==> src/logic/cfd_regs.svh <==
// Purpose: Register offsets, field positions and reset values of the receive debug block
// Assumes: Byte offsets on an 8-bit register address, 32-bit data
// Notes:   Definitions only
`ifndef CFD_REGS_SVH
`define CFD_REGS_SVH

// ****************************************************************
// Offsets
// ****************************************************************
`define CFD_OFF_CTRL        8'h00
`define CFD_OFF_FIFO0_CFG   8'h04
`define CFD_OFF_FIFO1_CFG   8'h08
`define CFD_OFF_FIFO0_TOP   8'h0C
`define CFD_OFF_FIFO1_TOP   8'h10
`define CFD_OFF_FIFO1_STAT  8'h14
`define CFD_OFF_INT_STAT    8'h18
`define CFD_OFF_INT_MASK    8'h1C

// ****************************************************************
// Fields
// ****************************************************************
`define CFD_CTRL_HOLD       0
`define CFD_CTRL_CCE        1
`define CFD_CTRL_DBGEN      2
`define CFD_FCFG_BASE_LSB   0
`define CFD_FCFG_BASE_MSB   15
`define CFD_FCFG_DEPTH_LSB  16
`define CFD_FCFG_DEPTH_MSB  22
`define CFD_STAT_DMS_LSB    0
`define CFD_STAT_DMS_MSB    1
`define CFD_INT_DBG_MSG     0
`define CFD_INT_DMA_REQ     1
`define CFD_INT_WRAP0       2
`define CFD_INT_WRAP1       3
`define CFD_INT_BITS        4

// ****************************************************************
// Reset values
// ****************************************************************
`define CFD_CTRL_RST        3'h1
`define CFD_FCFG_RST        23'h000000
`define CFD_INT_MASK_RST    4'h0

`endif

==> src/logic/cfd_pkg.sv <==
// Purpose: Types shared by the receive debug block and its top-pointer unit
// Assumes: Nothing beyond the register header
// Notes:   Types only; constants live in cfd_regs.svh
package cfd_pkg;

  // ****************************************************************
  // Types
  // ****************************************************************
  typedef enum logic [1:0] {
    DBG_IDLE,
    DBG_GOT1,
    DBG_GOT2,
    DBG_READY
  } cfd_dbg_e;

  typedef struct packed {
    logic [6:0]  depth;
    logic [15:0] base;
  } cfd_fifo_cfg_s;

endpackage

==> src/logic/cfd_rx_dbg.sv <==
// Purpose: Receive FIFO top pointers and debug message state machine with register port
// Assumes: Reader and message path are synchronous to I_CLK
// Notes:   Plain register port, read data one cycle after the read strobe
//
// Functional notes
// - Hardware computes top pointer message address
// - Top pointer wraps to start after size
// - Size one: pointer fails to wrap
// - Hold or bus-off freezes debug state
// - Change-enable write leaves debug state alone
// - Debug disabled keeps state machine idle
// - Debug state reported in second FIFO status
// - State 0b11 holds DMA request asserted
// - Stopped 0b01/0b10 cleared by reset or message
`timescale 1ns/1ns
`include "cfd_regs.svh"
module cfd_rx_dbg #(
  parameter logic [15:0] ELEM_BYTES = 16'h0010,
  parameter logic        ERRATUM    = 1'b1
) (
  input  wire logic        I_CLK,
  input  wire logic        I_ARST_N,
  input  wire logic [7:0]  I_ADDR,
  input  wire logic [31:0] I_WDATA,
  input  wire logic        I_WR,
  input  wire logic        I_RD,
  output logic      [31:0] O_RDATA,
  input  wire logic [1:0]  I_FIFO_ACK,
  input  wire logic        I_DBG_MSG,
  input  wire logic        I_BUS_OFF,
  input  wire logic        I_DMA_ACK,
  output logic      [15:0] O_TOP_ADDR0,
  output logic      [15:0] O_TOP_ADDR1,
  output logic      [1:0]  O_DBG_STATE,
  output logic             O_DMA_REQ,
  output logic             O_IRQ
);

  logic                   hold_q;
  logic                   cce_q;
  logic                   dbg_en_q;
  cfd_pkg::cfd_fifo_cfg_s cfg0_q;
  cfd_pkg::cfd_fifo_cfg_s cfg1_q;
  cfd_pkg::cfd_dbg_e      st_q;
  cfd_pkg::cfd_dbg_e      st_d;
  logic                   stopped_q;
  logic                   stopped_d;
  logic [3:0]             sts_q;
  logic [3:0]             mask_q;
  logic [3:0]             mask_d;
  logic [3:0]             events;
  logic [1:0]             wrap;
  logic                   wr_ctrl;
  logic                   wr_cfg0;
  logic                   wr_cfg1;
  logic                   rd_sts;
  logic                   frozen;

  function automatic logic [1:0] st_code(input cfd_pkg::cfd_dbg_e s);
    case (s)
      cfd_pkg::DBG_IDLE:  st_code = 2'h0;
      cfd_pkg::DBG_GOT1:  st_code = 2'h1;
      cfd_pkg::DBG_GOT2:  st_code = 2'h2;
      cfd_pkg::DBG_READY: st_code = 2'h3;
      default:            st_code = 2'h0;
    endcase
  endfunction

  // ****************************************************************
  // Register writes
  // ****************************************************************
  assign wr_ctrl = I_WR && (I_ADDR == `CFD_OFF_CTRL);
  assign wr_cfg0 = I_WR && (I_ADDR == `CFD_OFF_FIFO0_CFG);
  assign wr_cfg1 = I_WR && (I_ADDR == `CFD_OFF_FIFO1_CFG);
  assign rd_sts  = I_RD && (I_ADDR == `CFD_OFF_INT_STAT);

  always_ff @(posedge I_CLK or negedge I_ARST_N) begin
    if (!I_ARST_N) begin
      {dbg_en_q, cce_q, hold_q} <= `CFD_CTRL_RST;
    end else if (wr_ctrl) begin
      hold_q   <= I_WDATA[`CFD_CTRL_HOLD];
      // Change enable is stored only; the debug machine never looks at it
      cce_q    <= I_WDATA[`CFD_CTRL_CCE];
      dbg_en_q <= I_WDATA[`CFD_CTRL_DBGEN];
    end
  end

  always_ff @(posedge I_CLK or negedge I_ARST_N) begin
    if (!I_ARST_N) begin
      cfg0_q <= `CFD_FCFG_RST;
      cfg1_q <= `CFD_FCFG_RST;
    end else begin
      if (wr_cfg0) begin
        cfg0_q <= I_WDATA[`CFD_FCFG_DEPTH_MSB:`CFD_FCFG_BASE_LSB];
      end
      if (wr_cfg1) begin
        cfg1_q <= I_WDATA[`CFD_FCFG_DEPTH_MSB:`CFD_FCFG_BASE_LSB];
      end
    end
  end

  // Next mask feeds the interrupt, so a mask write acts without a lag
  assign mask_d = (I_WR && (I_ADDR == `CFD_OFF_INT_MASK)) ? I_WDATA[`CFD_INT_BITS-1:0]
                                                           : mask_q;

  always_ff @(posedge I_CLK or negedge I_ARST_N) begin
    if (!I_ARST_N) begin
      mask_q <= `CFD_INT_MASK_RST;
    end else begin
      mask_q <= mask_d;
    end
  end

  // ****************************************************************
  // Top pointers
  // ****************************************************************
  // Size one stays broken in compatible mode; the reader must use a
  // depth of two or more there, or fetch straight from message RAM
  cfd_top_ptr #(.ELEM_BYTES(ELEM_BYTES)) u_ptr0 (
    .i_clk     (I_CLK),
    .i_arst_n  (I_ARST_N),
    .i_cfg     (cfg0_q),
    .i_clr     (wr_cfg0),
    .i_ack     (I_FIFO_ACK[0]),
    .i_erratum (ERRATUM),
    .o_addr    (O_TOP_ADDR0),
    .o_wrap    (wrap[0])
  );

  cfd_top_ptr #(.ELEM_BYTES(ELEM_BYTES)) u_ptr1 (
    .i_clk     (I_CLK),
    .i_arst_n  (I_ARST_N),
    .i_cfg     (cfg1_q),
    .i_clr     (wr_cfg1),
    .i_ack     (I_FIFO_ACK[1]),
    .i_erratum (ERRATUM),
    .o_addr    (O_TOP_ADDR1),
    .o_wrap    (wrap[1])
  );

  // ****************************************************************
  // Debug message state machine
  // ****************************************************************
  assign frozen = hold_q || I_BUS_OFF;

  always_comb begin
    st_d      = st_q;
    stopped_d = stopped_q;
    if (!dbg_en_q) begin
      st_d      = cfd_pkg::DBG_IDLE;
      stopped_d = 1'b0;
    end else if (frozen) begin
      // Not sent back to idle; a DMA request in flight stays up
      st_d = st_q;
      if ((st_q == cfd_pkg::DBG_GOT1) || (st_q == cfd_pkg::DBG_GOT2)) begin
        stopped_d = 1'b1;
      end
    end else if (stopped_q && I_DBG_MSG) begin
      st_d      = cfd_pkg::DBG_IDLE;
      stopped_d = 1'b0;
    end else begin
      case (st_q)
        cfd_pkg::DBG_IDLE: begin
          if (I_DBG_MSG) begin
            st_d = cfd_pkg::DBG_GOT1;
          end
        end
        cfd_pkg::DBG_GOT1: begin
          if (I_DBG_MSG) begin
            st_d = cfd_pkg::DBG_GOT2;
          end
        end
        cfd_pkg::DBG_GOT2: begin
          if (I_DBG_MSG) begin
            st_d = cfd_pkg::DBG_READY;
          end
        end
        cfd_pkg::DBG_READY: begin
          if (I_DMA_ACK) begin
            st_d = cfd_pkg::DBG_IDLE;
          end
        end
        default: begin
          st_d = cfd_pkg::DBG_IDLE;
        end
      endcase
    end
  end

  always_ff @(posedge I_CLK or negedge I_ARST_N) begin
    if (!I_ARST_N) begin
      st_q      <= cfd_pkg::DBG_IDLE;
      stopped_q <= 1'b0;
    end else begin
      st_q      <= st_d;
      stopped_q <= stopped_d;
    end
  end

  always_ff @(posedge I_CLK or negedge I_ARST_N) begin
    if (!I_ARST_N) begin
      O_DBG_STATE <= 2'h0;
      O_DMA_REQ   <= 1'b0;
    end else begin
      O_DBG_STATE <= st_code(st_d);
      O_DMA_REQ   <= (st_d == cfd_pkg::DBG_READY);
    end
  end

  // ****************************************************************
  // Interrupts
  // ****************************************************************
  assign events = {wrap[1], wrap[0],
                   (st_d == cfd_pkg::DBG_READY) && (st_q != cfd_pkg::DBG_READY),
                   I_DBG_MSG && dbg_en_q};

  // New event beats a clearing read in the same cycle
  always_ff @(posedge I_CLK or negedge I_ARST_N) begin
    if (!I_ARST_N) begin
      sts_q <= 4'h0;
    end else begin
      sts_q <= (rd_sts ? 4'h0 : sts_q) | events;
    end
  end

  always_ff @(posedge I_CLK or negedge I_ARST_N) begin
    if (!I_ARST_N) begin
      O_IRQ <= 1'b0;
    end else begin
      O_IRQ <= |(((rd_sts ? 4'h0 : sts_q) | events) & mask_d);
    end
  end

  // ****************************************************************
  // Register reads
  // ****************************************************************
  always_ff @(posedge I_CLK or negedge I_ARST_N) begin
    if (!I_ARST_N) begin
      O_RDATA <= 32'h0000_0000;
    end else if (I_RD) begin
      case (I_ADDR)
        `CFD_OFF_CTRL:       O_RDATA <= {29'h0, dbg_en_q, cce_q, hold_q};
        `CFD_OFF_FIFO0_CFG:  O_RDATA <= {9'h0, cfg0_q};
        `CFD_OFF_FIFO1_CFG:  O_RDATA <= {9'h0, cfg1_q};
        `CFD_OFF_FIFO0_TOP:  O_RDATA <= {16'h0, O_TOP_ADDR0};
        `CFD_OFF_FIFO1_TOP:  O_RDATA <= {16'h0, O_TOP_ADDR1};
        `CFD_OFF_FIFO1_STAT: O_RDATA <= {30'h0, st_code(st_q)};
        `CFD_OFF_INT_STAT:   O_RDATA <= {28'h0, sts_q};
        `CFD_OFF_INT_MASK:   O_RDATA <= {28'h0, mask_q};
        default:             O_RDATA <= 32'h0000_0000;
      endcase
    end else begin
      O_RDATA <= 32'h0000_0000;
    end
  end

  // ****************************************************************
  // Assertions
  // ****************************************************************
  a_hold_freeze: assert property (@(posedge I_CLK) disable iff (!I_ARST_N)
    (dbg_en_q && $past(dbg_en_q) && $past(frozen)) |-> (st_q == $past(st_q)))
    else $error("debug state moved while frozen");

  a_cce_no_effect: assert property (@(posedge I_CLK) disable iff (!I_ARST_N)
    (wr_ctrl && I_WDATA[`CFD_CTRL_DBGEN] && dbg_en_q && !I_DBG_MSG && !I_DMA_ACK)
      |=> (st_q == $past(st_q)))
    else $error("control write changed debug state");

  a_disabled_idle: assert property (@(posedge I_CLK) disable iff (!I_ARST_N)
    !dbg_en_q |=> (st_q == cfd_pkg::DBG_IDLE && O_DBG_STATE == 2'h0))
    else $error("debug machine left idle while disabled");

  a_status_field: assert property (@(posedge I_CLK) disable iff (!I_ARST_N)
    (I_RD && I_ADDR == `CFD_OFF_FIFO1_STAT) |=> (O_RDATA[1:0] == $past(O_DBG_STATE)))
    else $error("status field does not show debug state");

  a_dma_level: assert property (@(posedge I_CLK) disable iff (!I_ARST_N)
    (O_DBG_STATE == 2'h3) |-> O_DMA_REQ)
    else $error("DMA request low in state three");

  a_dma_frozen: assert property (@(posedge I_CLK) disable iff (!I_ARST_N)
    (O_DMA_REQ && dbg_en_q && frozen) |=> O_DMA_REQ [*1])
    else $error("DMA request dropped while frozen");

  a_stopped_idle: assert property (@(posedge I_CLK) disable iff (!I_ARST_N)
    (stopped_q && I_DBG_MSG && dbg_en_q && !frozen)
      |=> (st_q == cfd_pkg::DBG_IDLE && O_DBG_STATE == 2'h0))
    else $error("stopped machine not returned to idle");

  a_count_step: assert property (@(posedge I_CLK) disable iff (!I_ARST_N)
    (st_q == cfd_pkg::DBG_IDLE && dbg_en_q && !frozen && !stopped_q && I_DBG_MSG)
      |=> (O_DBG_STATE == 2'h1))
    else $error("first debug message not counted");

  a_dma_exit: assert property (@(posedge I_CLK) disable iff (!I_ARST_N)
    O_DMA_REQ |-> (O_DBG_STATE == 2'h3))
    else $error("DMA request without state three");

  a_irq_level: assert property (@(posedge I_CLK) disable iff (!I_ARST_N)
    O_IRQ == |(sts_q & mask_q))
    else $error("interrupt does not follow masked status");

endmodule // cfd_rx_dbg

==> src/logic/cfd_top_ptr.sv <==
// Purpose: Receive FIFO top pointer: message RAM address of the next message to read
// Assumes: i_ack is a one-cycle pulse per message consumed by the reader
// Notes:   A depth of zero disables the FIFO and freezes the pointer
`timescale 1ns/1ns
module cfd_top_ptr #(
  parameter logic [15:0] ELEM_BYTES = 16'h0010
) (
  input  wire logic                  i_clk,
  input  wire logic                  i_arst_n,
  input  wire cfd_pkg::cfd_fifo_cfg_s i_cfg,
  input  wire logic                  i_clr,
  input  wire logic                  i_ack,
  input  wire logic                  i_erratum,
  output logic [15:0]                o_addr,
  output logic                       o_wrap
);

  logic [6:0] idx_q;
  logic [6:0] idx_d;
  logic       wrap_d;

  // ****************************************************************
  // Index
  // ****************************************************************
  always_comb begin
    idx_d  = idx_q;
    wrap_d = 1'b0;
    if (i_clr) begin
      idx_d = 7'h00;
    end else if (i_ack && (i_cfg.depth != 7'h00)) begin
      // Single-element FIFO keeps counting in compatible mode
      if (i_erratum && (i_cfg.depth == 7'h01)) begin
        idx_d = idx_q + 7'h01;
      end else if (idx_q >= (i_cfg.depth - 7'h01)) begin
        idx_d  = 7'h00;
        wrap_d = 1'b1;
      end else begin
        idx_d = idx_q + 7'h01;
      end
    end
  end

  always_ff @(posedge i_clk or negedge i_arst_n) begin
    if (!i_arst_n) begin
      idx_q <= 7'h00;
    end else begin
      idx_q <= idx_d;
    end
  end

  // ****************************************************************
  // Address
  // ****************************************************************
  always_ff @(posedge i_clk or negedge i_arst_n) begin
    if (!i_arst_n) begin
      o_addr <= 16'h0000;
      o_wrap <= 1'b0;
    end else begin
      o_addr <= i_cfg.base + 16'(idx_q * ELEM_BYTES);
      o_wrap <= wrap_d;
    end
  end

  a_wrap_start: assert property (@(posedge i_clk) disable iff (!i_arst_n)
    (i_ack && !i_clr && i_cfg.depth > 7'h01 && idx_q == i_cfg.depth - 7'h01)
      |=> (idx_q == 7'h00))
    else $error("top pointer did not return to start");

  a_single_slip: assert property (@(posedge i_clk) disable iff (!i_arst_n)
    (i_ack && !i_clr && i_erratum && i_cfg.depth == 7'h01)
      |=> (idx_q == $past(idx_q) + 7'h01))
    else $error("single element pointer did not advance");

  a_addr_calc: assert property (@(posedge i_clk) disable iff (!i_arst_n)
    1'b1 |=> (o_addr == $past(i_cfg.base) + 16'($past(idx_q) * ELEM_BYTES)))
    else $error("top address wrong");

endmodule // cfd_top_ptr
==> config.mk <==
export PLATFORM = sky130hd
export DESIGN_NAME = cfd_rx_dbg
export DESIGN_NICKNAME = d
export VERILOG_FILES = /design/src/logic/cfd_pkg.sv /design/src/logic/cfd_rx_dbg.sv /design/src/logic/cfd_top_ptr.sv
export VERILOG_INCLUDE_DIRS = /design/src /design/src/logic
export SDC_FILE = /design/constraint.sdc
export NUM_CORES = 1
export LEC_CHECK = 0
export ABC_AREA = 1
export BUFFER_PORTS_ARGS = -buffer_cell sky130_fd_sc_hd__clkbuf_2
export CAP_MARGIN = 30
export CORE_ASPECT_RATIO = 1.75
export CORE_MARGIN = 1
export CORE_UTILIZATION = 40
export CTS_CLUSTER_DIAMETER = 120
export DETAILED_ROUTE_END_ITERATION = 16
export GPL_TIMING_DRIVEN = 0
export PLACE_DENSITY = 0.59
export SYNTH_ARGS = -nofsm -noshare
export SYNTH_HDL_FRONTEND = slang
export SYNTH_SLANG_ARGS = --single-unit
==> constraint.sdc <==
create_clock -name I_CLK -period 3.1 [get_ports I_CLK]
set_clock_uncertainty 0.05 [all_clocks]
set_input_delay 0.62 -clock I_CLK [delete_from_list [all_inputs] [get_ports I_CLK]]
set_output_delay 0.62 -clock I_CLK [all_outputs]
set_load 0.05 [all_outputs]
# Yosys cells after proc, flatten, opt, wreduce, memory -nomap -nowiden
# Index checks and enable logic that the tools add are counted.
# op_classes
addsub	6
mul	0
n_div	0
n_lt_le_gt_ge	2
n_eq_ne	18
shifts	0
mux	34
bitwise_logic	2
reduce_logical	21
# ops
op	count
one-hot mux 23 bit (8 select lines)	1
two-way mux 7 bit	8
adder 16 x 11 -> 16 bit	2
equality test 8 x 5 -> 1 bit (second input constant)	4
two-way mux 32 bit	1
one-hot mux 2 bit (4 select lines)	3
equality test 8 x 4 -> 1 bit (second input constant)	2
adder 7 x 1 -> 7 bit (second input constant)	2
equality test 7 x 1 -> 1 bit (second input constant)	2
greater-or-equal comparator 7 bit	2
two-way mux 2 bit	7
nonzero test 7 bit	2
subtractor 7 x 1 -> 7 bit (second input constant)	2
two-way mux 1 bit	12
logical AND 1 bit	10
equality test 2 bit (second input constant)	4
equality test 8 x 3 -> 1 bit (second input constant)	1
zero test 8 bit	1
two-way mux 4 bit	2
bitwise AND 4 bit	1
equality test 2 x 1 -> 1 bit (second input constant)	2
zero test 2 bit	2
OR 4 bit	1
nonzero test 2 bit	2
6 further kinds	7
# totals
ff_bits	144
latchBits	0
ramBits	0
romBits	0
inputBits	49
n_memories	0

# Logic depth before layout (Yosys ltp)
# Gate-level depths: netlist (run 1).
# depth
depth_word	10
depth_mapped	13

# Hierarchy
# From an unflattened synthesis (run 1), not the netlist that was laid out.
# unflattened
cells_unflattened	903
hier_area_um2	7432.1
# modules_own_cells
module	instances	cells_each	area_per_inst_um2
cfd_rx_dbg	1	516	4295.4
cfd_top_ptr (u_ptr0)	1	199	1579.0
cfd_top_ptr (u_ptr1)	1	188	1557.7

# Least setup slack after synthesis (run 1)
# Ideal clock, no wire load.
# synth_timing
path_type	reg-to-reg
from	register cfg0_q[16] (netlist bit)
to	register u_ptr0.idx_q[0]
setup_ns	0.065
arrival_ns	1.877
t_required_ns	2.985
path_slack_ns	1.108
stages_incl_launch_ff	13
path_buffers	0
path_cell_list	dfrtp_1 inv_1 ha_1 nand2_1 nor2_1 xor2_1 ha_1 a21oi_1 o21a_1 nand3_1 nand2_1 nand2_1 nand2_1
# synth_via
elab_chain_len	6
# synth_rtl
element	line_no	source
from (decl)	cfd_rx_dbg.sv:42	cfd_pkg::cfd_fifo_cfg_s cfg0_q;
from (signal assigned)	cfd_rx_dbg.sv:90	cfg0_q <= `CFD_FCFG_RST;
from (signal assigned)	cfd_rx_dbg.sv:94	cfg0_q <= I_WDATA[`CFD_FCFG_DEPTH_MSB:`CFD_FCFG_BASE_LSB];
subtractor 7 x 1 -> 7 bit	cfd_top_ptr.sv:34	end else if (idx_q >= (i_cfg.depth - 7'h01)) begin
greater-or-equal comparator 7 bit	cfd_top_ptr.sv:34	
two-way mux 7 bit	cfd_top_ptr.sv:34	
two-way mux 7 bit	cfd_top_ptr.sv:32	if (i_erratum && (i_cfg.depth == 7'h01)) begin
two-way mux 7 bit	cfd_top_ptr.sv:30	end else if (i_ack && (i_cfg.depth != 7'h00)) begin
two-way mux 7 bit	cfd_top_ptr.sv:28	if (i_clr) begin
to (signal assigned)	cfd_top_ptr.sv:47	idx_q <= idx_d;
to (decl)	cfd_top_ptr.sv:18	logic [6:0] idx_q;
# Several ways; a longest one is shown, not always the timed one. The select of a mux whose other input is x is not followed.
# A chain may end at the register's enable or synchronous reset.

# Final worst setup path (run 1)
# layout_timing
from	register cfg0_q[16] (netlist bit)
to	register u_ptr0.idx_q[1]
# Same word-level chain as after synthesis.

==> flow_summary_export.csv, run 1 <==
group,metric,value,unit
clocking,cts_made_buffers,17,
synth,ys_types,37,
sta,drv_slew,0,
worst_setup_path,end_kind,"flop",
route,m1WireLength,7310,um
worst_setup_path,reg2reg_setup_slack,0.73,ns
clocking,clockBufferDepth,2,
sta,hold_ws,0.0879,ns
route,routed-wl-met2,10600,um
synth,synth-edff-count,0,
synth,syn_area,7050,um^2
pwr,p_leak,4.47,nW
clocking,cts_resized,0,
clocking,cts_num_sinks,135,
synth,yosys-top-cells-count,"nand2_1, dfrtp_1, inv_1",
global_routing,grt_first_pass_wirelength,31100,um
route,drt-initial-drc-count,259,
pwr,peakVddDrop,0.484,mV
route,highest_layer,"met4",
placement,place_area,7890,um^2
route,avgViaCountPerCell,5.01,
synth,synth_area_per_cell,8.31,um^2
route,totalWireLength,19800,um
global_routing,grt_max_degree,89,
worst_setup_path,cp_data_arrival_time,2.68,ns
route,wl_per_cell,16.3,um
cells_and_area,drive_above_1_share,16.2,%
die,coreArea,17100,um^2
synth,ys_seq_area_share,47.9,%
clocking,clock_latency,0.42,ns
worst_setup_path,cp.required,3.41,ns
synth,ys_top_cells_by_area,"dfrtp_1, nand2_1, ha_1",
status,status,"finished, final reports clean",
route,drc,0,
cells_and_area,antenna_cells,0,
placement,place.gp.congestion,0.831,
worst_setup_path,critical_path_peak_fanout,8,
sta,period_minus_slack,2.37,ns
synth,synthesis.instances,848,
cells_and_area,area_growth,20.8,%
worst_setup_path,r2r_end,"u_ptr0.idx_q[1]",
route,via_count,6077,
synth,synth_top_area_share,47.6,%
sta,max-slew-margin-rel,51.6,%
flow_run,drv_cap,0,
sta,period_share,76.4,%
clocking,htree_levels,4,
sta,setup-violations-final,0,
die,die_h,178,um
synth,synth_warnings,0,
global_routing,overflow,0,
min_path,hold_class,"input pin to asynchronous set/reset pin",
clocking,cts-hold-fix-buffers,0,
route,first_pass_iters,5,
cells_and_area,stdcell_area,8510,um^2
worst_setup_path,critPathLaunchType,"flop",
synth,synth_largest_area_cell,"dfrtp_1",
global_routing,grt_usage,23.4,%
worst_setup_path,reg2regPathDepth,12,
pwr,p_per_area,778,nW/um^2
die,start_util,41.2,%
synth,async_reset_ff_share,100,%
sta,fmax,422,MHz
die,ios,117,
sta,rsz0062_at_grt,"false",
worst_setup_path,path_class,"flop to flop",
synth,synth_flop_cell,"dfrtp_1",
clocking,cts_root_buf,"clkbuf_16",
cells_and_area,fillers,1698,
sta,hold_viol_final,0,
route,wl_met3,806,um
global_routing,antenna_found_initial,0,
die,die-area,18200,um^2
placement,port_buffers,97,
clocking,cts_setup_buffers,0,
cells_and_area,nets,1062,
route,ant_nets,0,
worst_setup_path,r2r-start,"cfg0_q[16]",
die,die_w,102,um
clocking,cts_tree,"built",
placement,place_hpwl,15200,um
sta,worst_pin_slew,0.726,ns
synth,ys_seq_elements,135,
sta,finalSetupTns,0,ns
global_routing,grt_pass1_vias,6078,
clocking,clk_pin_slew,0.06,ns
synth,synth.most_common_cell,"nand2_1",
die,rows,63,
==> state kept, by name (all words and copies together), names as in the netlist <==
register       cells
O_DBG_STATE        2
O_DMA_REQ          1
O_IRQ              1
O_RDATA           23
cce_q              1
cfg0_q            23
cfg1_q            23
dbg_en_q           1
hold_q             1
mask_q             4
st_q               2
stopped_q          1
sts_q              4
u_ptr0.idx_q       7
u_ptr0.o_addr     16
u_ptr0.o_wrap      1
u_ptr1.idx_q       7
u_ptr1.o_addr     16
u_ptr1.o_wrap      1
==> kinds of logic (layout without fill, tap and decap cells) <==
kind of cell | after synthesis | count (layout) | synth area share (%)
other | 1 | 9 | 0.0532
buffers and inverters | 125 | 255 | 7.56
XOR/XNOR | 40 | 40 | 4.97
AND/OR/NAND/NOR | 381 | 381 | 22.7
AO/OA/AOI/OAI | 126 | 126 | 9.51
adder cells (fa/ha/maj) | 40 | 40 | 7.31
flip-flops | 135 | 135 | 47.9
==> worst max-delay path, stage by stage, from the launching register on <==
cell,delay (ns)
dfrtp_1,0.38
inv_1,0.15
ha_1,0.23
nand2_1,0.10
nor2_1,0.18
xor2_1,0.17
ha_1,0.28
a21oi_1,0.17
o21a_1,0.13
nand3_1,0.06
nand2_1,0.24
nand2_1,0.09
nand2_1,0.06
==> layer usage <==
| metal | track usage, % | vias up |
|---|---|---|
| met5 | 0 | - |
| met1 | 24.6 | 2888 |
| li1 | - | 2965 |
| met3 | 3.90 | 52 |
| met2 | 42.5 | 172 |
| met4 | 14.6 | 0 |
==> where the power goes <==
| group | total, mW | switching, mW | internal, mW |
|---|---|---|---|
| clock network | 2.17 | 0.818 | 1.35 |
| logic | 2.09 | 1.45 | 0.638 |
| registers | 2.37 | 0.314 | 2.05 |
| total | 6.62 | 2.58 | 4.04 |
==> worst max-delay path by stage <==
| stage | from | to | depth (start not counted) |
|---|---|---|---|
| 6_report | cfg0_q[16] | u_ptr0.idx_q[1] | 12 |
| 5_1_grt | cfg0_q[16] | u_ptr0.idx_q[3] | 12 |
| 4_1_cts | cfg0_q[16] | u_ptr0.idx_q[4] | 12 |
| 3_5_place_dp | I_ADDR[0] | O_RDATA[13] | 9 |
| 3_3_place_gp | I_ARST_N | O_RDATA[16] | 1 |
| 2_1_floorplan | cfg0_q[16] | u_ptr0.idx_q[0] | 12 |
==> layout make-up <==
| cell class | instances | area (um^2) | share of cell area [%] |
|---|---|---|---|
| Inverter | 99 | 372 | 4.36 |
| Sequential cell | 135 | 3380 | 39.7 |
| Multi-Input combinational cell | 596 | 3170 | 37.2 |
| Clock buffer | 18 | 429 | 5.04 |
| Tap cell | 227 | 284 | 3.34 |
| Clock inverter | 14 | 199 | 2.34 |
| Buffer | 26 | 161 | 1.90 |
| Timing Repair Buffer | 98 | 522 | 6.13 |
==> stage by stage <==
stage	total power [mW]	utilization [%]	setup WS (ns)	instances
finish	6.62	49.8	0.732	1213
global route	7.00	49.8	0.477	1213
CTS	6.67	49.8	0.721	1213
detailed placement	4.48	46.1	0.676	1181
global placement	4.46	45.9	-0.948	1180
floorplan	3.86	-	1.11	856
==> layout by cell type, fill, tap and decap left out, drive strengths merged <==
cell type	count
dfstp	1
bufinv	4
ha	38
clkinvlp	4
nand3b	2
conb	9
xor2	33
a21oi	19
clkinv	5
xnor2	7
o21ai	86
buf	22
o21a	3
a21boi	1
fa	2
a31oi	3
inv	100
nor3	10
nand2	220
and2	1
o211ai	5
a21o	2
nand4	7
o22ai	7
clkbuf	120
dfrtp	134
nand3	60
nor2	81
Note: power is estimated with default switching activity, not from simulation.
==> run 2, diff against run 1 <==
Clock period 3.1 ns to 2.5 ns, I/O delays scaled along.
==> run 2 against run 1 <==
Effect of this change: cell count about the same; wire length rose by 0.44%; via count fell by 0.41%; critical endpoint is now u_ptr0.o_wrap; largest cell class unchanged.
==> flow_summary_export.csv, run 2 (synthesis gave the netlist of run 1 again) <==
group,metric,value,unit
flow_run,drv_cap,0,
clocking,htree_levels,4,
sta,period_minus_slack,2.26,ns
placement,place.gp.congestion,0.831,
clocking,cts_num_sinks,135,
pwr,p_leak,4.47,nW
route,drc,0,
min_path,hold_depth,3,
worst_setup_path,path_class,"flop to flop",
cells_and_area,final_cell_mix,"nand2_1, dfrtp_1, inv_1, clkbuf_2, o21ai_0",
clocking,clockBufferDepth,2,
route,via_count,6052,
clocking,cts_setup_buffers,0,
placement,port_buffers,97,
route,ant_nets,0,
cells_and_area,final_util,49.9,%
clocking,cts_made_buffers,17,
worst_setup_path,reg2regPathDepth,11,
global_routing,grt_first_pass_wirelength,31100,um
cells_and_area,stdcell_area,8530,um^2
sta,setup-violations-final,0,
global_routing,grt_pass1_vias,6078,
global_routing,overflow,0,
global_routing,grt_max_degree,89,
worst_setup_path,critPathMostFrequentCell,"ha_1",
sta,hold_viol_final,0,
clocking,clk_pin_slew,0.06,ns
worst_setup_path,cp.required,2.74,ns
route,wl_per_cell,16.3,um
worst_setup_path,slowest_stage,"dfrtp_1",
die,start_util,41.2,%
global_routing,grt_usage,23.4,%
route,avgViaCountPerCell,4.99,
global_routing,grtUsageMet1,24.6,%
clocking,clock_latency,0.42,ns
worst_setup_path,end_kind,"flop",
cells_and_area,drive_above_1_share,16.5,%
global_routing,grtUsageMet3,3.90,%
global_routing,top_usage_layer,"met2",
sta,worst_pin_slew,0.731,ns
placement,place_hpwl,15200,um
placement,place_area,7890,um^2
worst_setup_path,cp_top_family,"simple AND/OR/NAND/NOR gates",
sta,rsz0062_at_grt,"false",
die,rows,63,
min_path,hold_class,"input pin to flop",
clocking,cts_tree,"built",
cells_and_area,nets,1063,
die,die-area,18200,um^2
worst_setup_path,cp.depth,11,
worst_setup_path,cp_data_arrival_time,2.50,ns
cells_and_area,final_common_cell,"nand2_1",
route,drt-initial-drc-count,263,
sta,period_share,90.5,%
sta,fmax,442,MHz
clocking,cts_root_buf,"clkbuf_16",
cells_and_area,antenna_cells,0,
die,die_w,102,um
status,status,"finished, final reports clean",
worst_setup_path,critPathLaunchType,"flop",
global_routing,antenna_found_initial,0,
pwr,peakVddDrop,0.600,mV
worst_setup_path,slowest_delay,0.38,ns
cells_and_area,area_growth,21.0,%
sta,drv_slew,0,
route,first_pass_iters,4,
worst_setup_path,critPathBufInv,1,
cells_and_area,largestRegisters,"O_RDATA: 23 flops, cfg0_q: 23 flops, cfg1_q: 23 flops",
sta,max-slew-margin-rel,51.2,%
die,ios,117,
die,coreArea,17100,um^2
die,die_h,178,um
route,totalWireLength,19800,um
pwr,p_per_area,964,nW/um^2
global_routing,global_route.usage.met2,42.5,%
worst_setup_path,critical_path_peak_fanout,8,
worst_setup_path,path_cells,"inv_1 -> ha_1 -> nand2_1 -> nor2_2 -> xor2_1 -> ha_1 -> a21oi_1 -> o21a_1 -> nand3_1 -> nand2_2 -> nor2_1",
==> run 2: through the flow <==
step           power, mW  std cells  TNS, ns  setup slack [ns]  hold slack (ns)
6_report            8.22       1214        0             0.239            0.251
5_1_grt             8.69       1214        0            0.0644            0.253
4_1_cts             8.27       1214        0             0.121            0.244
3_5_place_dp        5.55       1181        0             0.163            0.311
3_3_place_gp        5.52       1180  -189.42             -1.43            0.309
2_1_floorplan       4.78        856        0             0.508            0.154
==> run 2: what timing repair did <==
action	CTS	global route
hold endpoints to repair	46	0
setup endpoints to repair	0	14
hold buffers	1	0
gates resized for setup	0	4
==> run 2: area by class of cell <==
class | count | area, um^2
inverter | 99 | 372
tap | 227 | 284
sequential | 135 | 3380
timing repair buffer | 99 | 532
buffer | 26 | 161
clock inverter | 14 | 199
clock buffer | 18 | 429
multi-input combinational | 596 | 3180
fill | 1700 | 8570
==> run 2: power breakdown <==
part	internal (mW)	leakage [nW]	switching, mW
Sequential	2.54	1.61	0.391
Clock	1.68	0.293	1.02
Combinational	0.793	2.57	1.80
Total	5.01	4.47	3.21
==> run 2: worst paths after layout <==
| path | from | to | slack, ns |
|---|---|---|---|
| worst max-delay path | cfg0_q[16] | u_ptr0.o_wrap | 0.24 |
| worst min-delay path | I_WDATA[15] | cfg0_q[15] | 0.25 |
| worst max register to register | cfg0_q[16] | u_ptr0.o_wrap | 0.24 |
| worst min register to register | cfg1_q[3] | u_ptr1.o_addr[3] | 0.32 |
| max in group asynchronous | I_ARST_N | u_ptr0.idx_q[0] | 1.08 |
| min in group asynchronous | I_ARST_N | O_RDATA[2] | 0.55 |
==> run 2: layer usage <==
metal / up-vias / share of wire (%) / wire length [um]
li1: 2963 / - / -
met1: 2883 / 38 / 7460
met2: 163 / 54 / 10700
met3: 43 / 3.7 / 733
met4: 0 / 4.9 / 978
met5: - / 0 / 0
==> run 2: tightest hold or removal path, delay by kind of cell <==
kind	cells	cell delay, ns
AOI/OAI and AO/OA	1	0.06
buffers and inverters	1	0.08
and+or+nand+nor	1	0.04
==> run 3, diff against run 2 <==
Settings changed: ABC_AREA 1 to 0, CORE_MARGIN 1 to not set.
==> run 3 against run 2 <==
Effect of this change: sequential share of layout area grew 1.2 points; global-route usage is 1.1 points lower; clock-buffer cell count up 5; final area down 2.6%; critical endpoint is now u_ptr1.idx_q[4]; power is 17% lower.
==> flow_summary_export.csv, run 3 <==
group,metric,value,unit
die,rows,61,
global_routing,antenna_found_initial,0,
cells_and_area,antenna_cells,0,
synth,ys_seq_area_share,51.5,%
worst_setup_path,crit_end,"u_ptr1.idx_q[4]",
synth,ys_top_cells_by_area,"dfrtp_1, mux2_2, ha_1",
flow_run,drv_cap,0,
synth,async_reset_ff_share,100,%
synth,synthAdderAreaFrac,7.86,%
pwr,peakVddDrop,0.459,mV
sta,period_share,98.7,%
worst_setup_path,startpoint,"cfg1_q[20]",
clocking,cts_root_buf,"clkbuf_16",
clocking,clockBufferDepth,2,
cells_and_area,seq_area,3390,um^2
worst_setup_path,reg2regPathDepth,11,
worst_setup_path,cp_data_arrival_time,2.74,ns
synth,synth_top_family_by_area,"compound AO/OA/AOI/OAI gates",
placement,post-place-cells,868,
route,ant_nets,0,
die,die_w,98.8,um
synth,synth_area_per_cell,11.5,um^2
min_path,hold_class,"input pin to flop",
clocking,cts_tree,"built",
cells_and_area,nets,805,
global_routing,overflow,0,
worst_setup_path,cp.required,2.77,ns
placement,port_buffers,98,
clocking,cts_num_sinks,135,
cells_and_area,largestRegisters,"O_RDATA: 23 flops, cfg0_q: 23 flops, cfg1_q: 23 flops",
synth,synthesis.instances,571,
global_routing,grt_first_pass_wirelength,28100,um
route,drt-initial-drc-count,298,
sta,rsz0062_at_grt,"true",
cells_and_area,instances_no_fill,918,
worst_setup_path,path_class,"flop to flop",
route,via_count,5164,
die,start_util,41.1,%
sta,setup-violations-final,0,
route,first_pass_iters,5,
placement,place_hpwl,13700,um
sta,hold_viol_final,0,
die,die_h,171,um
synth,synth.most_common_cell,"dfrtp_1",
synth,synthSimpleGateAreaFrac,10.2,%
clocking,clock_latency,0.41,ns
sta,worst_pin_slew,0.635,ns
route,wl_per_cell,19.9,um
pwr,p_total,6.84,mW
die,coreArea,16000,um^2
synth,synth-edff-count,0,
global_routing,grt_max_degree,108,
route,drc,0,
worst_setup_path,r2r_end,"u_ptr1.idx_q[4]",
clocking,cts_made_buffers,17,
worst_setup_path,critPathLaunchType,"flop",
status,status,"finished, final reports clean",
worst_setup_path,critical_path_peak_fanout,5,
synth,synth_flop_cell,"dfrtp_1",
die,die-area,16900,um^2
pwr,p_leak,4.10,nW
pwr,p_per_area,823,nW/um^2
sta,drv_slew,0,
synth,yosys-top-cells-count,"dfrtp_1, mux2_2, a22oi_1",
sta,hold_ws,0.265,ns
route,totalWireLength,18300,um
synth,synth-xor-area-share,3.74,%
clocking,clk_pin_slew,0.06,ns
die,ios,117,
synth,syn_area,6560,um^2
sta,finalSetupTns,0,ns
cells_and_area,drive_above_1_share,33.7,%
synth,ys_seq_elements,135,
placement,place.gp.congestion,0.908,
synth,synth_warnings,0,
cells_and_area,stdcell_area,8310,um^2
placement,place_area,7360,um^2
route,avgViaCountPerCell,5.63,
worst_setup_path,r2r-start,"cfg1_q[20]",
sta,fmax,405,MHz
sta,max-slew-margin-rel,57.3,%
cells_and_area,final_common_cell,"dfrtp_1",
placement,dp_slack,-0.460,ns
worst_setup_path,end_kind,"flop",
synth,synthMuxAreaShare,8.92,%
worst_setup_path,reg2reg_setup_slack,0.03,ns
clocking,htree_levels,4,
synth,synth_largest_area_cell,"dfrtp_1",
cells_and_area,area_growth,26.6,%
sta,period_minus_slack,2.47,ns
cells_and_area,multi_input_area,3140,um^2
cells_and_area,final_cell_mix,"dfrtp_1, clkbuf_2, mux2_2",
global_routing,grt_pass1_vias,5293,
cells_and_area,final_util,52.1,%
synth,synth_top_area_share,51.1,%
cells_and_area,fillers,1430,
sta,setup_slack,0.0318,ns
synth,ys_types,54,
synth,synth-compound-area-share,14.5,%
global_routing,grt_usage,22.4,%
## run 3: cell families after synthesis
group	after synthesis
flops	135
fa+ha+maj	40
compound gates	142
xor+xnor	28
buf+inv	46
other cells	1
mux	52
simple gates	127
## run 3: area by class of cell
type / count / area share (%)
Buffer: 25 / 1.78
Clock buffer: 23 / 5.75
Clock inverter: 9 / 1.97
Inverter: 21 / 0.949
Multi-Input combinational cell: 398 / 37.8
Sequential cell: 135 / 40.8
Tap cell: 189 / 2.85
Timing Repair Buffer: 118 / 8.07
## run 3: timing repair
item                                    CTS  global route
pin swaps                                 4             8
gates cloned                              2             0
endpoints found under the setup margin   16            18
endpoints found under the hold margin    28             0
gates resized for setup                  23            20
hold buffers                              1             0
setup buffers                            11             4
## run 3: per-layer routing
metal / vias to the layer above / GRT usage [%] / part of all wire (%)
met5: - / 0 / 0
met4: 0 / 11.6 / 4.0
met3: 43 / 3.86 / 3.6
met2: 166 / 42.2 / 56
met1: 2608 / 23.6 / 37
li1: 2347 / - / -
## run 3: where the power goes
| part | switching, mW | total (mW) | internal [mW] |
|---|---|---|---|
| registers | 0.281 | 2.68 | 2.40 |
| clock network | 0.962 | 2.73 | 1.76 |
| logic | 0.895 | 1.43 | 0.537 |
## run 3: how the worst min path moves through the flow
| stage | start | to | slack (ns) | cells after the start |
|---|---|---|---|---|
| after floorplan | I_ARST_N | O_DBG_STATE[0] | 0.15 | 0 |
| after global placement | cfg1_q[3] | u_ptr1.o_addr[3] | 0.33 | 0 |
| after detailed placement | cfg0_q[1] | u_ptr0.o_addr[1] | 0.34 | 0 |
| after CTS | I_WDATA[16] | cfg1_q[16] | 0.25 | 3 |
| after global routing | I_WDATA[16] | cfg1_q[16] | 0.27 | 3 |
| final | I_WDATA[16] | cfg1_q[16] | 0.26 | 3 |
## run 3: worst max-delay path, stage by stage, from the launching register on
cell,delay [ns]
dfrtp_2,0.44
nor4_4,0.29
nand2_1,0.09
xor2_1,0.15
ha_1,0.31
a21oi_1,0.18
o21a_1,0.17
o21ai_2,0.07
a21oi_2,0.18
buf_4,0.17
nand2b_1,0.07
a31oi_1,0.19
